[src/core/tcbb_pkg.sv]
// =====================================================================
// timer/counter constants
package tcbb_pkg;
  localparam int DATA_W = 16;
  localparam int ADDR_W = 4;
  localparam int NUM_CMP = 3;
  localparam int NUM_WO = 6;
  localparam int PRESC_W = 10;

  // =====================================================================
  // register indices on the plain register port
  localparam logic [3:0] ADDR_CONTROL = 4'h0;
  localparam logic [3:0] ADDR_STATUS = 4'h1;
  localparam logic [3:0] ADDR_COUNT = 4'h2;
  localparam logic [3:0] ADDR_PERIOD = 4'h3;
  localparam logic [3:0] ADDR_PERIOD_BUF = 4'h4;
  localparam logic [3:0] ADDR_CMP0 = 4'h5;
  localparam logic [3:0] ADDR_CMP_BUF0 = 4'h8;

  // =====================================================================
  // control register fields
  localparam int CTL_ENABLE = 0;
  localparam int CTL_CLOCK_SELECT_LO = 1;
  localparam int CTL_CLOCK_SELECT_W = 3;
  localparam int CTL_SPLIT = 4;
  localparam int CTL_DIR_DOWN = 5;
  localparam int CTL_COUNT_EVENT = 6;
  localparam int CTL_DEBUG_RUN = 7;
  localparam int CTL_UPD_BOTTOM = 8;
  localparam int CTL_EV_DIR_EN = 9;
  localparam int CTL_EV_RESTART_EN = 10;
  localparam int CTL_W = 11;

  // =====================================================================
  // status register fields
  localparam int STS_PER_BV = 0;
  localparam int STS_CMP_BV_LO = 1;
  localparam int STS_OVF = 4;
  localparam int STS_CMP_LO = 5;

  // =====================================================================
  // reset values
  localparam logic [15:0] RST_PERIOD = 16'hffff;
  localparam logic [15:0] RST_ZERO = 16'h0000;
  localparam logic [10:0] RST_CONTROL = 11'h000;

  // =====================================================================
  // event input bit positions in the synchroniser vector
  localparam int EV_COUNT = 0;
  localparam int EV_DIR = 1;
  localparam int EV_RESTART = 2;
  localparam int EV_HALT = 3;
  localparam int EV_W = 4;
endpackage : tcbb_pkg

[src/core/tcbb_timer.sv]
// Added by the designer: strobed register access and the register addresses.
`timescale 1ns/1ps
module tcbb_timer (
  input wire logic clock,
  input wire logic rst_n,
  input wire logic [3:0] regAddr,
  input wire logic [15:0] regWdata,
  input wire logic regWrite,
  input wire logic regRead,
  output logic [15:0] regRdata,
  input wire logic eventCount,
  input wire logic eventDir,
  input wire logic eventRestart,
  input wire logic debugHalt,
  output logic [5:0] waveformOut,
  output logic irqOverflow,
  output logic [2:0] irqCompare
);

  // =====================================================================
  // helpers
  // prescaler mask: the tick fires when all masked bits are ones
  function automatic logic [9:0] presc_mask(input logic [2:0] sel);
    logic [9:0] m;
    m = 10'h000;
    unique case (sel)
      3'h0: m = 10'h000;
      3'h1: m = 10'h001;
      3'h2: m = 10'h003;
      3'h3: m = 10'h007;
      3'h4: m = 10'h00f;
      3'h5: m = 10'h03f;
      3'h6: m = 10'h0ff;
      3'h7: m = 10'h3ff;
    endcase
    return m;
  endfunction : presc_mask

  // per-byte copy so split halves update independently
  function automatic logic [15:0] byte_merge(input logic [15:0] oldV, input logic [15:0] newV,
                                             input logic lo, input logic hi);
    logic [15:0] r;
    r = oldV;
    if (lo)
    begin
      r[7:0] = newV[7:0];
    end
    if (hi)
    begin
      r[15:8] = newV[15:8];
    end
    return r;
  endfunction : byte_merge

  // =====================================================================
  // storage
  logic [10:0] control;
  logic [15:0] countValue;
  logic [15:0] period;
  logic [15:0] periodBuffer;
  logic periodBufferValid;
  logic [15:0] compareValue [3];
  logic [15:0] compareBuffer [3];
  logic [2:0] compareBufferValid;
  logic [9:0] presc;
  logic [3:0] syncA;
  logic [3:0] syncB;
  logic [3:0] evPrev;

  // =====================================================================
  // decode
  logic enable;
  logic splitMode;
  logic dirDown;
  logic countOnEventEnable;
  logic debugRun;
  logic updOnBottom;
  logic run;
  logic prescTick;
  logic evCountEdge;
  logic evRestartEdge;
  logic tick;
  logic atTop;
  logic atBottom;
  logic loBottom;
  logic hiBottom;
  logic updLo;
  logic updHi;
  logic wrCount;
  logic wrPeriod;
  logic wrPeriodBuf;
  logic wrStatus;
  logic [2:0] wrCmp;
  logic [2:0] wrCmpBuf;
  logic [2:0] matchLo;
  logic [2:0] matchHi;

  assign enable = control[tcbb_pkg::CTL_ENABLE];
  assign splitMode = control[tcbb_pkg::CTL_SPLIT];
  assign countOnEventEnable = control[tcbb_pkg::CTL_COUNT_EVENT];
  assign debugRun = control[tcbb_pkg::CTL_DEBUG_RUN];
  assign updOnBottom = control[tcbb_pkg::CTL_UPD_BOTTOM];
  // event level overrides the direction bit when so enabled
  assign dirDown = control[tcbb_pkg::CTL_EV_DIR_EN] ? syncB[tcbb_pkg::EV_DIR]
                                                   : control[tcbb_pkg::CTL_DIR_DOWN];

  assign run = enable && (!syncB[tcbb_pkg::EV_HALT] || debugRun);
  assign prescTick = (presc & presc_mask(control[tcbb_pkg::CTL_CLOCK_SELECT_LO +: 3]))
                     == presc_mask(control[tcbb_pkg::CTL_CLOCK_SELECT_LO +: 3]);
  assign evCountEdge = syncB[tcbb_pkg::EV_COUNT] && !evPrev[tcbb_pkg::EV_COUNT];
  assign evRestartEdge = syncB[tcbb_pkg::EV_RESTART] && !evPrev[tcbb_pkg::EV_RESTART];
  assign tick = run && (countOnEventEnable ? evCountEdge : prescTick);

  assign atTop = countValue == period;
  assign atBottom = countValue == tcbb_pkg::RST_ZERO;
  assign loBottom = countValue[7:0] == 8'h00;
  assign hiBottom = countValue[15:8] == 8'h00;

  // split halves only count down, so each updates at its own bottom
  assign updLo = tick && (splitMode ? loBottom : (updOnBottom ? atBottom : atTop));
  assign updHi = tick && (splitMode ? hiBottom : (updOnBottom ? atBottom : atTop));

  assign wrCount = regWrite && regAddr == tcbb_pkg::ADDR_COUNT;
  assign wrPeriod = regWrite && regAddr == tcbb_pkg::ADDR_PERIOD;
  assign wrPeriodBuf = regWrite && regAddr == tcbb_pkg::ADDR_PERIOD_BUF;
  assign wrStatus = regWrite && regAddr == tcbb_pkg::ADDR_STATUS;

  always_comb
  begin
    for (int i = 0; i < tcbb_pkg::NUM_CMP; i++)
    begin
      wrCmp[i] = regWrite && regAddr == tcbb_pkg::ADDR_CMP0 + 4'(i);
      wrCmpBuf[i] = regWrite && regAddr == tcbb_pkg::ADDR_CMP_BUF0 + 4'(i);
      matchLo[i] = splitMode ? countValue[7:0] == compareValue[i][7:0]
                             : countValue == compareValue[i];
      matchHi[i] = splitMode && countValue[15:8] == compareValue[i][15:8];
    end
  end

  // =====================================================================
  // input synchronisers
  always_ff @(posedge clock or negedge rst_n)
  begin
    if (!rst_n)
    begin
      syncA <= 4'h0;
      syncB <= 4'h0;
      evPrev <= 4'h0;
    end
    else
    begin
      syncA <= {debugHalt, eventRestart, eventDir, eventCount};
      syncB <= syncA;
      evPrev <= syncB;
    end
  end

  // =====================================================================
  // prescaler
  // free-running while run is set; cleared when disabled or halted so ratio starts clean
  always_ff @(posedge clock or negedge rst_n)
  begin
    if (!rst_n)
    begin
      presc <= 10'h000;
    end
    else if (!run)
    begin
      presc <= 10'h000;
    end
    else
    begin
      presc <= presc + 10'h001;
    end
  end

  // =====================================================================
  // control register
  always_ff @(posedge clock or negedge rst_n)
  begin
    if (!rst_n)
    begin
      control <= tcbb_pkg::RST_CONTROL;
    end
    else if (regWrite && regAddr == tcbb_pkg::ADDR_CONTROL)
    begin
      control <= regWdata[10:0];
    end
  end

  // =====================================================================
  // counter
  always_ff @(posedge clock or negedge rst_n)
  begin
    if (!rst_n)
    begin
      countValue <= tcbb_pkg::RST_ZERO;
    end
    else if (wrCount)
    begin
      countValue <= regWdata;
    end
    else if (run && control[tcbb_pkg::CTL_EV_RESTART_EN] && evRestartEdge)
    begin
      countValue <= tcbb_pkg::RST_ZERO;
    end
    else if (tick && splitMode)
    begin
      countValue[7:0] <= loBottom ? period[7:0] : countValue[7:0] - 8'h01;
      countValue[15:8] <= hiBottom ? period[15:8] : countValue[15:8] - 8'h01;
    end
    else if (tick && dirDown)
    begin
      countValue <= atBottom ? period : countValue - 16'h0001;
    end
    else if (tick)
    begin
      countValue <= atTop ? tcbb_pkg::RST_ZERO : countValue + 16'h0001;
    end
  end

  // =====================================================================
  // period and its buffer
  always_ff @(posedge clock or negedge rst_n)
  begin
    if (!rst_n)
    begin
      period <= tcbb_pkg::RST_PERIOD;
      periodBuffer <= tcbb_pkg::RST_PERIOD;
      periodBufferValid <= 1'b0;
    end
    else
    begin
      if (wrPeriod)
      begin
        period <= regWdata;
      end
      else if (periodBufferValid)
      begin
        period <= byte_merge(period, periodBuffer, updLo, updHi);
      end
      if (wrPeriodBuf)
      begin
        periodBuffer <= regWdata;
      end
      // a buffer write in the update cycle keeps the flag set
      if (wrPeriodBuf)
      begin
        periodBufferValid <= 1'b1;
      end
      else if (updLo)
      begin
        periodBufferValid <= 1'b0;
      end
    end
  end

  // =====================================================================
  // compare channels and their buffers
  always_ff @(posedge clock or negedge rst_n)
  begin
    if (!rst_n)
    begin
      for (int i = 0; i < tcbb_pkg::NUM_CMP; i++)
      begin
        compareValue[i] <= tcbb_pkg::RST_ZERO;
        compareBuffer[i] <= tcbb_pkg::RST_ZERO;
      end
      compareBufferValid <= 3'h0;
    end
    else
    begin
      for (int i = 0; i < tcbb_pkg::NUM_CMP; i++)
      begin
        if (wrCmp[i])
        begin
          compareValue[i] <= regWdata;
        end
        else if (compareBufferValid[i])
        begin
          compareValue[i] <= byte_merge(compareValue[i], compareBuffer[i], updLo, updHi);
        end
        if (wrCmpBuf[i])
        begin
          compareBuffer[i] <= regWdata;
          compareBufferValid[i] <= 1'b1;
        end
        else if (updLo)
        begin
          compareBufferValid[i] <= 1'b0;
        end
      end
    end
  end

  // =====================================================================
  // interrupt request flags, write one to clear, hardware set wins
  always_ff @(posedge clock or negedge rst_n)
  begin
    if (!rst_n)
    begin
      irqOverflow <= 1'b0;
      irqCompare <= 3'h0;
    end
    else
    begin
      if (updLo || updHi)
      begin
        irqOverflow <= 1'b1;
      end
      else if (wrStatus && regWdata[tcbb_pkg::STS_OVF])
      begin
        irqOverflow <= 1'b0;
      end
      for (int i = 0; i < tcbb_pkg::NUM_CMP; i++)
      begin
        if (tick && (matchLo[i] || matchHi[i]))
        begin
          irqCompare[i] <= 1'b1;
        end
        else if (wrStatus && regWdata[tcbb_pkg::STS_CMP_LO + i])
        begin
          irqCompare[i] <= 1'b0;
        end
      end
    end
  end

  // =====================================================================
  // waveform outputs 2:0, and 5:3 in split mode: high while count is below the compare value
  always_ff @(posedge clock or negedge rst_n)
  begin
    if (!rst_n)
    begin
      waveformOut <= 6'h00;
    end
    else
    begin
      for (int i = 0; i < tcbb_pkg::NUM_CMP; i++)
      begin
        if (splitMode)
        begin
          waveformOut[i] <= countValue[7:0] < compareValue[i][7:0];
          waveformOut[i + 3] <= countValue[15:8] < compareValue[i][15:8];
        end
        else
        begin
          waveformOut[i] <= countValue < compareValue[i];
          waveformOut[i + 3] <= 1'b0;
        end
      end
    end
  end

  // =====================================================================
  // register read port, data one cycle after the strobe
  always_ff @(posedge clock or negedge rst_n)
  begin
    if (!rst_n)
    begin
      regRdata <= 16'h0000;
    end
    else if (!regRead)
    begin
      regRdata <= 16'h0000;
    end
    else
    begin
      unique case (regAddr)
        tcbb_pkg::ADDR_CONTROL: regRdata <= {5'h00, control};
        tcbb_pkg::ADDR_STATUS: regRdata <= {8'h00, irqCompare, irqOverflow,
                                            compareBufferValid, periodBufferValid};
        tcbb_pkg::ADDR_COUNT: regRdata <= countValue;
        tcbb_pkg::ADDR_PERIOD: regRdata <= period;
        tcbb_pkg::ADDR_PERIOD_BUF: regRdata <= periodBuffer;
        4'h5: regRdata <= compareValue[0];
        4'h6: regRdata <= compareValue[1];
        4'h7: regRdata <= compareValue[2];
        4'h8: regRdata <= compareBuffer[0];
        4'h9: regRdata <= compareBuffer[1];
        4'ha: regRdata <= compareBuffer[2];
        default: regRdata <= 16'h0000;
      endcase
    end
  end

endmodule : tcbb_timer

[config.mk]
export PLATFORM = sky130hd
export DESIGN_NAME = tcbb_timer
export DESIGN_NICKNAME = d
export VERILOG_FILES = /design/src/core/tcbb_pkg.sv /design/src/core/tcbb_timer.sv
export SDC_FILE = /design/constraint.sdc
export NUM_CORES = 1
export LEC_CHECK = 0
export BUFFER_PORTS_ARGS = -buffer_cell sky130_fd_sc_hd__clkbuf_2
export CAP_MARGIN = 5
export CORE_MARGIN = 2
export CORE_UTILIZATION = 25
export CTS_BUF_LIST = sky130_fd_sc_hd__clkbuf_4 sky130_fd_sc_hd__clkbuf_8
export DETAILED_ROUTE_END_ITERATION = 8
export GPL_ROUTABILITY_DRIVEN = 0
export GPL_TIMING_DRIVEN = 0
export HOLD_SLACK_MARGIN = 0.1
export PLACE_DENSITY = 0.41
export RECOVER_POWER = 25
export SLEW_MARGIN = 20
export SYNTH_ARGS = -nofsm -noshare
export SYNTH_HDL_FRONTEND = slang
export SYNTH_SLANG_ARGS = --single-unit
[constraint.sdc]
create_clock -name clock -period 7.9 [get_ports clock]
set_clock_uncertainty 0.1 [all_clocks]
set_input_delay 1.58 -clock clock [delete_from_list [all_inputs] [get_ports clock]]
set_output_delay 1.58 -clock clock [all_outputs]
set_load 0.01 [all_outputs]
==> results summary <==
The run finished, with violations left. The checks that failed: capacitance limit, slew limit. When the netlist entered floorplanning its net count stood at 1,306. The number of nets still failing antenna checks after routing is 0. The endpoint of the lowest-slack register-to-register path is compareValue[11]$_DFFE_PN0P_. The master of the slowest instance on the critical path is sky130_fd_sc_hd__clkbuf_1. In the final design database the tool counted 1,395 nets.

The critical path required time came out at 7660 ps. The worst slack on hold paths is approximately 250 ps. The cell depth of the worst flop-to-flop path is 10.

The top cell type by area accounts for 35.7% of the synthesized area. The wire length after detailed routing is around 49 mm. In the final timing run, aggregate negative setup slack is 0 ps.

The placeable core region came out at between 40,000 and 50,000 um^2. The most critical setup path has its endpoint at countValue[10]$_DFFE_PN0P_. The die area is slightly above 50,000 um^2. The post-cts gate resize count is 0. IR analysis of the VDD net gives a maximum drop of roughly 0.12 mV. The critical path goes through clkbuf_1. The relative max-transition margin is -144%.

The count of flip-flops with a built-in enable after synthesis is 0. The async set or reset register ratio after synthesis came out at between 90% and 100%. The total number of vias is a little over 10,000. The remaining routing DRC violations is 0.

The overall power of the completed layout is between 4 and 5 mW. The class of the tightest hold or removal check is register to register. The mean cell area of the mapped netlist is 9.93 um^2.

The pin count of the biggest net entering global routing came out at 85. The master cell of the clock root buffer is sky130_fd_sc_hd__clkbuf_8. At the worst endpoint, the arrival time is about 4200 ps. The post-route clock period utilization is between 50 and 60%.

In this run the critical register-to-register path is launched from countValue[8]$_DFFE_PN0P_. The proportion of layout cells with a drive suffix above 1 came out at approximately a fifth. The clock transition at the register clock pins on the worst setup and hold paths after CTS is 60 ps. The critical-path maximum fanout is approximately 60. 0 antenna diodes ended up in the layout. The maximum clock insertion buffer count came out at 3. Broken down by cell family, the worst path's largest delay share belongs to buffers and inverters. The average vias per placed instance is around 5.3. Ranked by total cell area, the synthesized netlist is headed by sky130_fd_sc_hd__dfrtp_1 (36%), sky130_fd_sc_hd__mux2_2 (7.2%), sky130_fd_sc_hd__dfstp_2 (6.9%). Post-CTS timing repair inserted 0 buffers for setup. The biggest area contributor in the post-synthesis netlist is sky130_fd_sc_hd__dfrtp_1. The effective utilization at floorplan came out at 25.3%. Pin placement for this block handled 54 I/O pins. Setup violations remaining at the end of the flow were counted as 0.

Together, buffers and inverters on the worst path number 1. The total global routing overflow is 0. The fraction of the yosys area taken by sequential cells came out at around 43%. The worst path needs around 4400 ps of the cycle, external delays included. Measured along the x axis, the die boundary spans between 200 and 250 um. In the global route stage, overall resource usage came out at roughly 19%. The critical path startpoint is rst_n. TritonCTS built the clock tree. Counting flops and latches in the post-synthesis netlist gives about 210. The critical path start-end classification is input pin to async pin. The areal power density over the cells is between 300 and 400 nW/um^2.

The height of the chip came out at roughly 220 um. The number of instances in the synthesized netlist came out at roughly 1,200. The critical path's largest stage delay came out at ~2500 ps. The max-slew violation count is about 60. Max-cap violations in this run came to 1. The fmax is 226 MHz. The insertion delay to the later sink of the worst-skew pair came out at 610 ps. From synthesis to final layout, the design area changed by 16.6%. The unique cell type count in the Yosys netlist came out at between 60 and 70. The number of warnings issued by yosys is 0. The number of standard cells in the final layout excluding fillers came out at 1,958. The critical path startpoint category is an input pin. The flop-to-flop setup slack came out at between 3000 and 4000 ps.

Ranked by instance count, the synthesized netlist is headed by sky130_fd_sc_hd__dfrtp_1 (173), sky130_fd_sc_hd__nor2_1 (118), sky130_fd_sc_hd__a21oi_1 (104), sky130_fd_sc_hd__mux2_2 (78), sky130_fd_sc_hd__clkbuf_1 (70). The clock net in this run drives a total of 205 sinks. The per-cell routed wire length is 24.9 um. After the first detailed-routing iteration, the DRC count stood at 750. The synthesized area came out at about 12,000 um^2.

TritonCTS created a little over 40 clock buffers. The most used flip-flop cell after synthesis is sky130_fd_sc_hd__dfrtp_1. Setup repair after global routing left no endpoint under its margin.

The first global-routing pass estimated approximately 72 mm of wire. The first-pass detailed-route iteration total is 5. Buffers inserted to repair hold after CTS numbered 0. The transition time at the pin with the least slew margin is between 3000 and 4000 ps. The maximum level of the CTS H-tree came out at 2. In this run the number of cells on the critical path is 1.

The HPWL reported at the end of detailed placement came out at approximately 37 mm. The static power due to leakage came out at ~6.4 nW. The number of cells in the design after placement came out at 1,882. STA classifies the critical path endpoint as an async pin. The initial antenna violation count came out at 0.

The number of global-route vias before repair is a little over 10,000. The number of buffer cells added on primary ports came out at 40. By instance count, the leading cell after synthesis is sky130_fd_sc_hd__dfrtp_1. The count of standard-cell rows came out at 80. The final hold violation count came out at 0.
[flip-flops by register name, indices dropped and copies added (netlist names), 6 cells and up]
register,flops
compareBuffer,48
periodBuffer,16
control,11
countValue,16
presc,10
waveformOut,6
compareValue,48
period,16
regRdata,16
[how the worst min path moves through the flow]
| stage | from | slack [ps] | cells past startpoint | end |
|---|---|---|---|---|
| after global placement | syncA[0]$_DFF_PN0_ | 240 | 0 | syncB[0]$_DFF_PN0_ |
| after global routing | syncA[3]$_DFF_PN0_ | 260 | 0 | syncB[3]$_DFF_PN0_ |
| final | syncA[1]$_DFF_PN0_ | 250 | 0 | syncB[1]$_DFF_PN0_ |
| after detailed placement | syncA[1]$_DFF_PN0_ | 240 | 0 | syncB[1]$_DFF_PN0_ |
| after CTS | syncA[1]$_DFF_PN0_ | 250 | 0 | syncB[1]$_DFF_PN0_ |
| after floorplan | syncA[0]$_DFF_PN0_ | 230 | 0 | syncB[0]$_DFF_PN0_ |
[power by group]
group          internal, mW  leakage (nW)  switching [mW]
Sequential             1.43          2.43           0.518
Clock                 0.710         0.493           0.519
Combinational         0.764          3.53            1.02
[cells by family (layout without fill, tap and decap cells)]
family / after synthesis / in the layout / share of synthesized area (%)
DFF: 205 / 205 / 42.7
buffers and inverters: 142 / 264 / 4.53
adders and majority gates: 60 / 60 / 6.13
muxes: 145 / 145 / 12.8
xor gates and xnor gates: 48 / 48 / 3.47
AOI/OAI and AO/OA: 315 / 315 / 17.7
and+or+nand+nor: 306 / 306 / 12.8
[placed cells by master (no fill, tap or decap), types with 4 or more instances in the layout]
master	Yosys	routed
sky130_fd_sc_hd__nand2_1	69	69
sky130_fd_sc_hd__a21o_1	10	10
sky130_fd_sc_hd__nor2b_1	5	5
sky130_fd_sc_hd__xnor2_1	13	13
sky130_fd_sc_hd__a211oi_1	16	16
sky130_fd_sc_hd__a22o_1	22	22
sky130_fd_sc_hd__o21a_1	15	15
sky130_fd_sc_hd__nor3_1	19	15
sky130_fd_sc_hd__a222oi_1	14	14
sky130_fd_sc_hd__ha_1	57	57
sky130_fd_sc_hd__dfrtp_1	173	173
sky130_fd_sc_hd__buf_1	10	10
sky130_fd_sc_hd__nor4_1	11	10
sky130_fd_sc_hd__nor3_2	0	4
sky130_fd_sc_hd__or4_1	4	4
sky130_fd_sc_hd__a22oi_1	33	33
sky130_fd_sc_hd__clkbuf_4	0	10
sky130_fd_sc_hd__inv_1	59	59
sky130_fd_sc_hd__mux2_2	78	78
sky130_fd_sc_hd__clkbuf_8	0	52
sky130_fd_sc_hd__nand4_1	17	17
sky130_fd_sc_hd__mux2i_1	67	67
sky130_fd_sc_hd__nand3_1	22	22
sky130_fd_sc_hd__xor2_1	35	35
sky130_fd_sc_hd__nand2b_1	4	4
sky130_fd_sc_hd__clkbuf_1	70	71
sky130_fd_sc_hd__or3_1	6	6
sky130_fd_sc_hd__and3_1	9	9
sky130_fd_sc_hd__a31oi_1	10	10
sky130_fd_sc_hd__nor2_1	118	117
sky130_fd_sc_hd__nand4_4	8	8
sky130_fd_sc_hd__o21ai_0	36	36
sky130_fd_sc_hd__clkinv_2	0	9
sky130_fd_sc_hd__dfstp_2	32	32
sky130_fd_sc_hd__clkbuf_2	0	39
sky130_fd_sc_hd__a21oi_1	104	104
sky130_fd_sc_hd__a221oi_1	17	17
[layout make-up]
class	count	area, um^2
Fill cell	5098	33700
Multi-Input combinational cell	874	6440
Sequential cell	205	5170
Clock buffer	62	791
Tap cell	615	769
Buffer	83	328
Timing Repair Buffer	46	282
Inverter	59	221
Clock inverter	14	130
[metrics by stage]
step	utilization [%]	area (um^2)	setup WS [ps]
floorplan	-	12100	3930
global placement	27.4	13100	657
detailed placement	27.6	13200	3100
CTS	29.6	14100	3610
global route	29.5	14100	2820
finish	29.5	14100	3480
[metal layers]
| layer | up-vias | track usage (%) | part of all wire (%) |
|---|---|---|---|
| li1 | 4670 | - | - |
| met1 | 5206 | 26.0 | 45 |
| met2 | 376 | 31.6 | 46 |
| met3 | 74 | 3.34 | 5.7 |
| met4 | 0 | 6.92 | 2.9 |
| met5 | - | 0 | 0 |
Power figures use the tool's default switching activity.
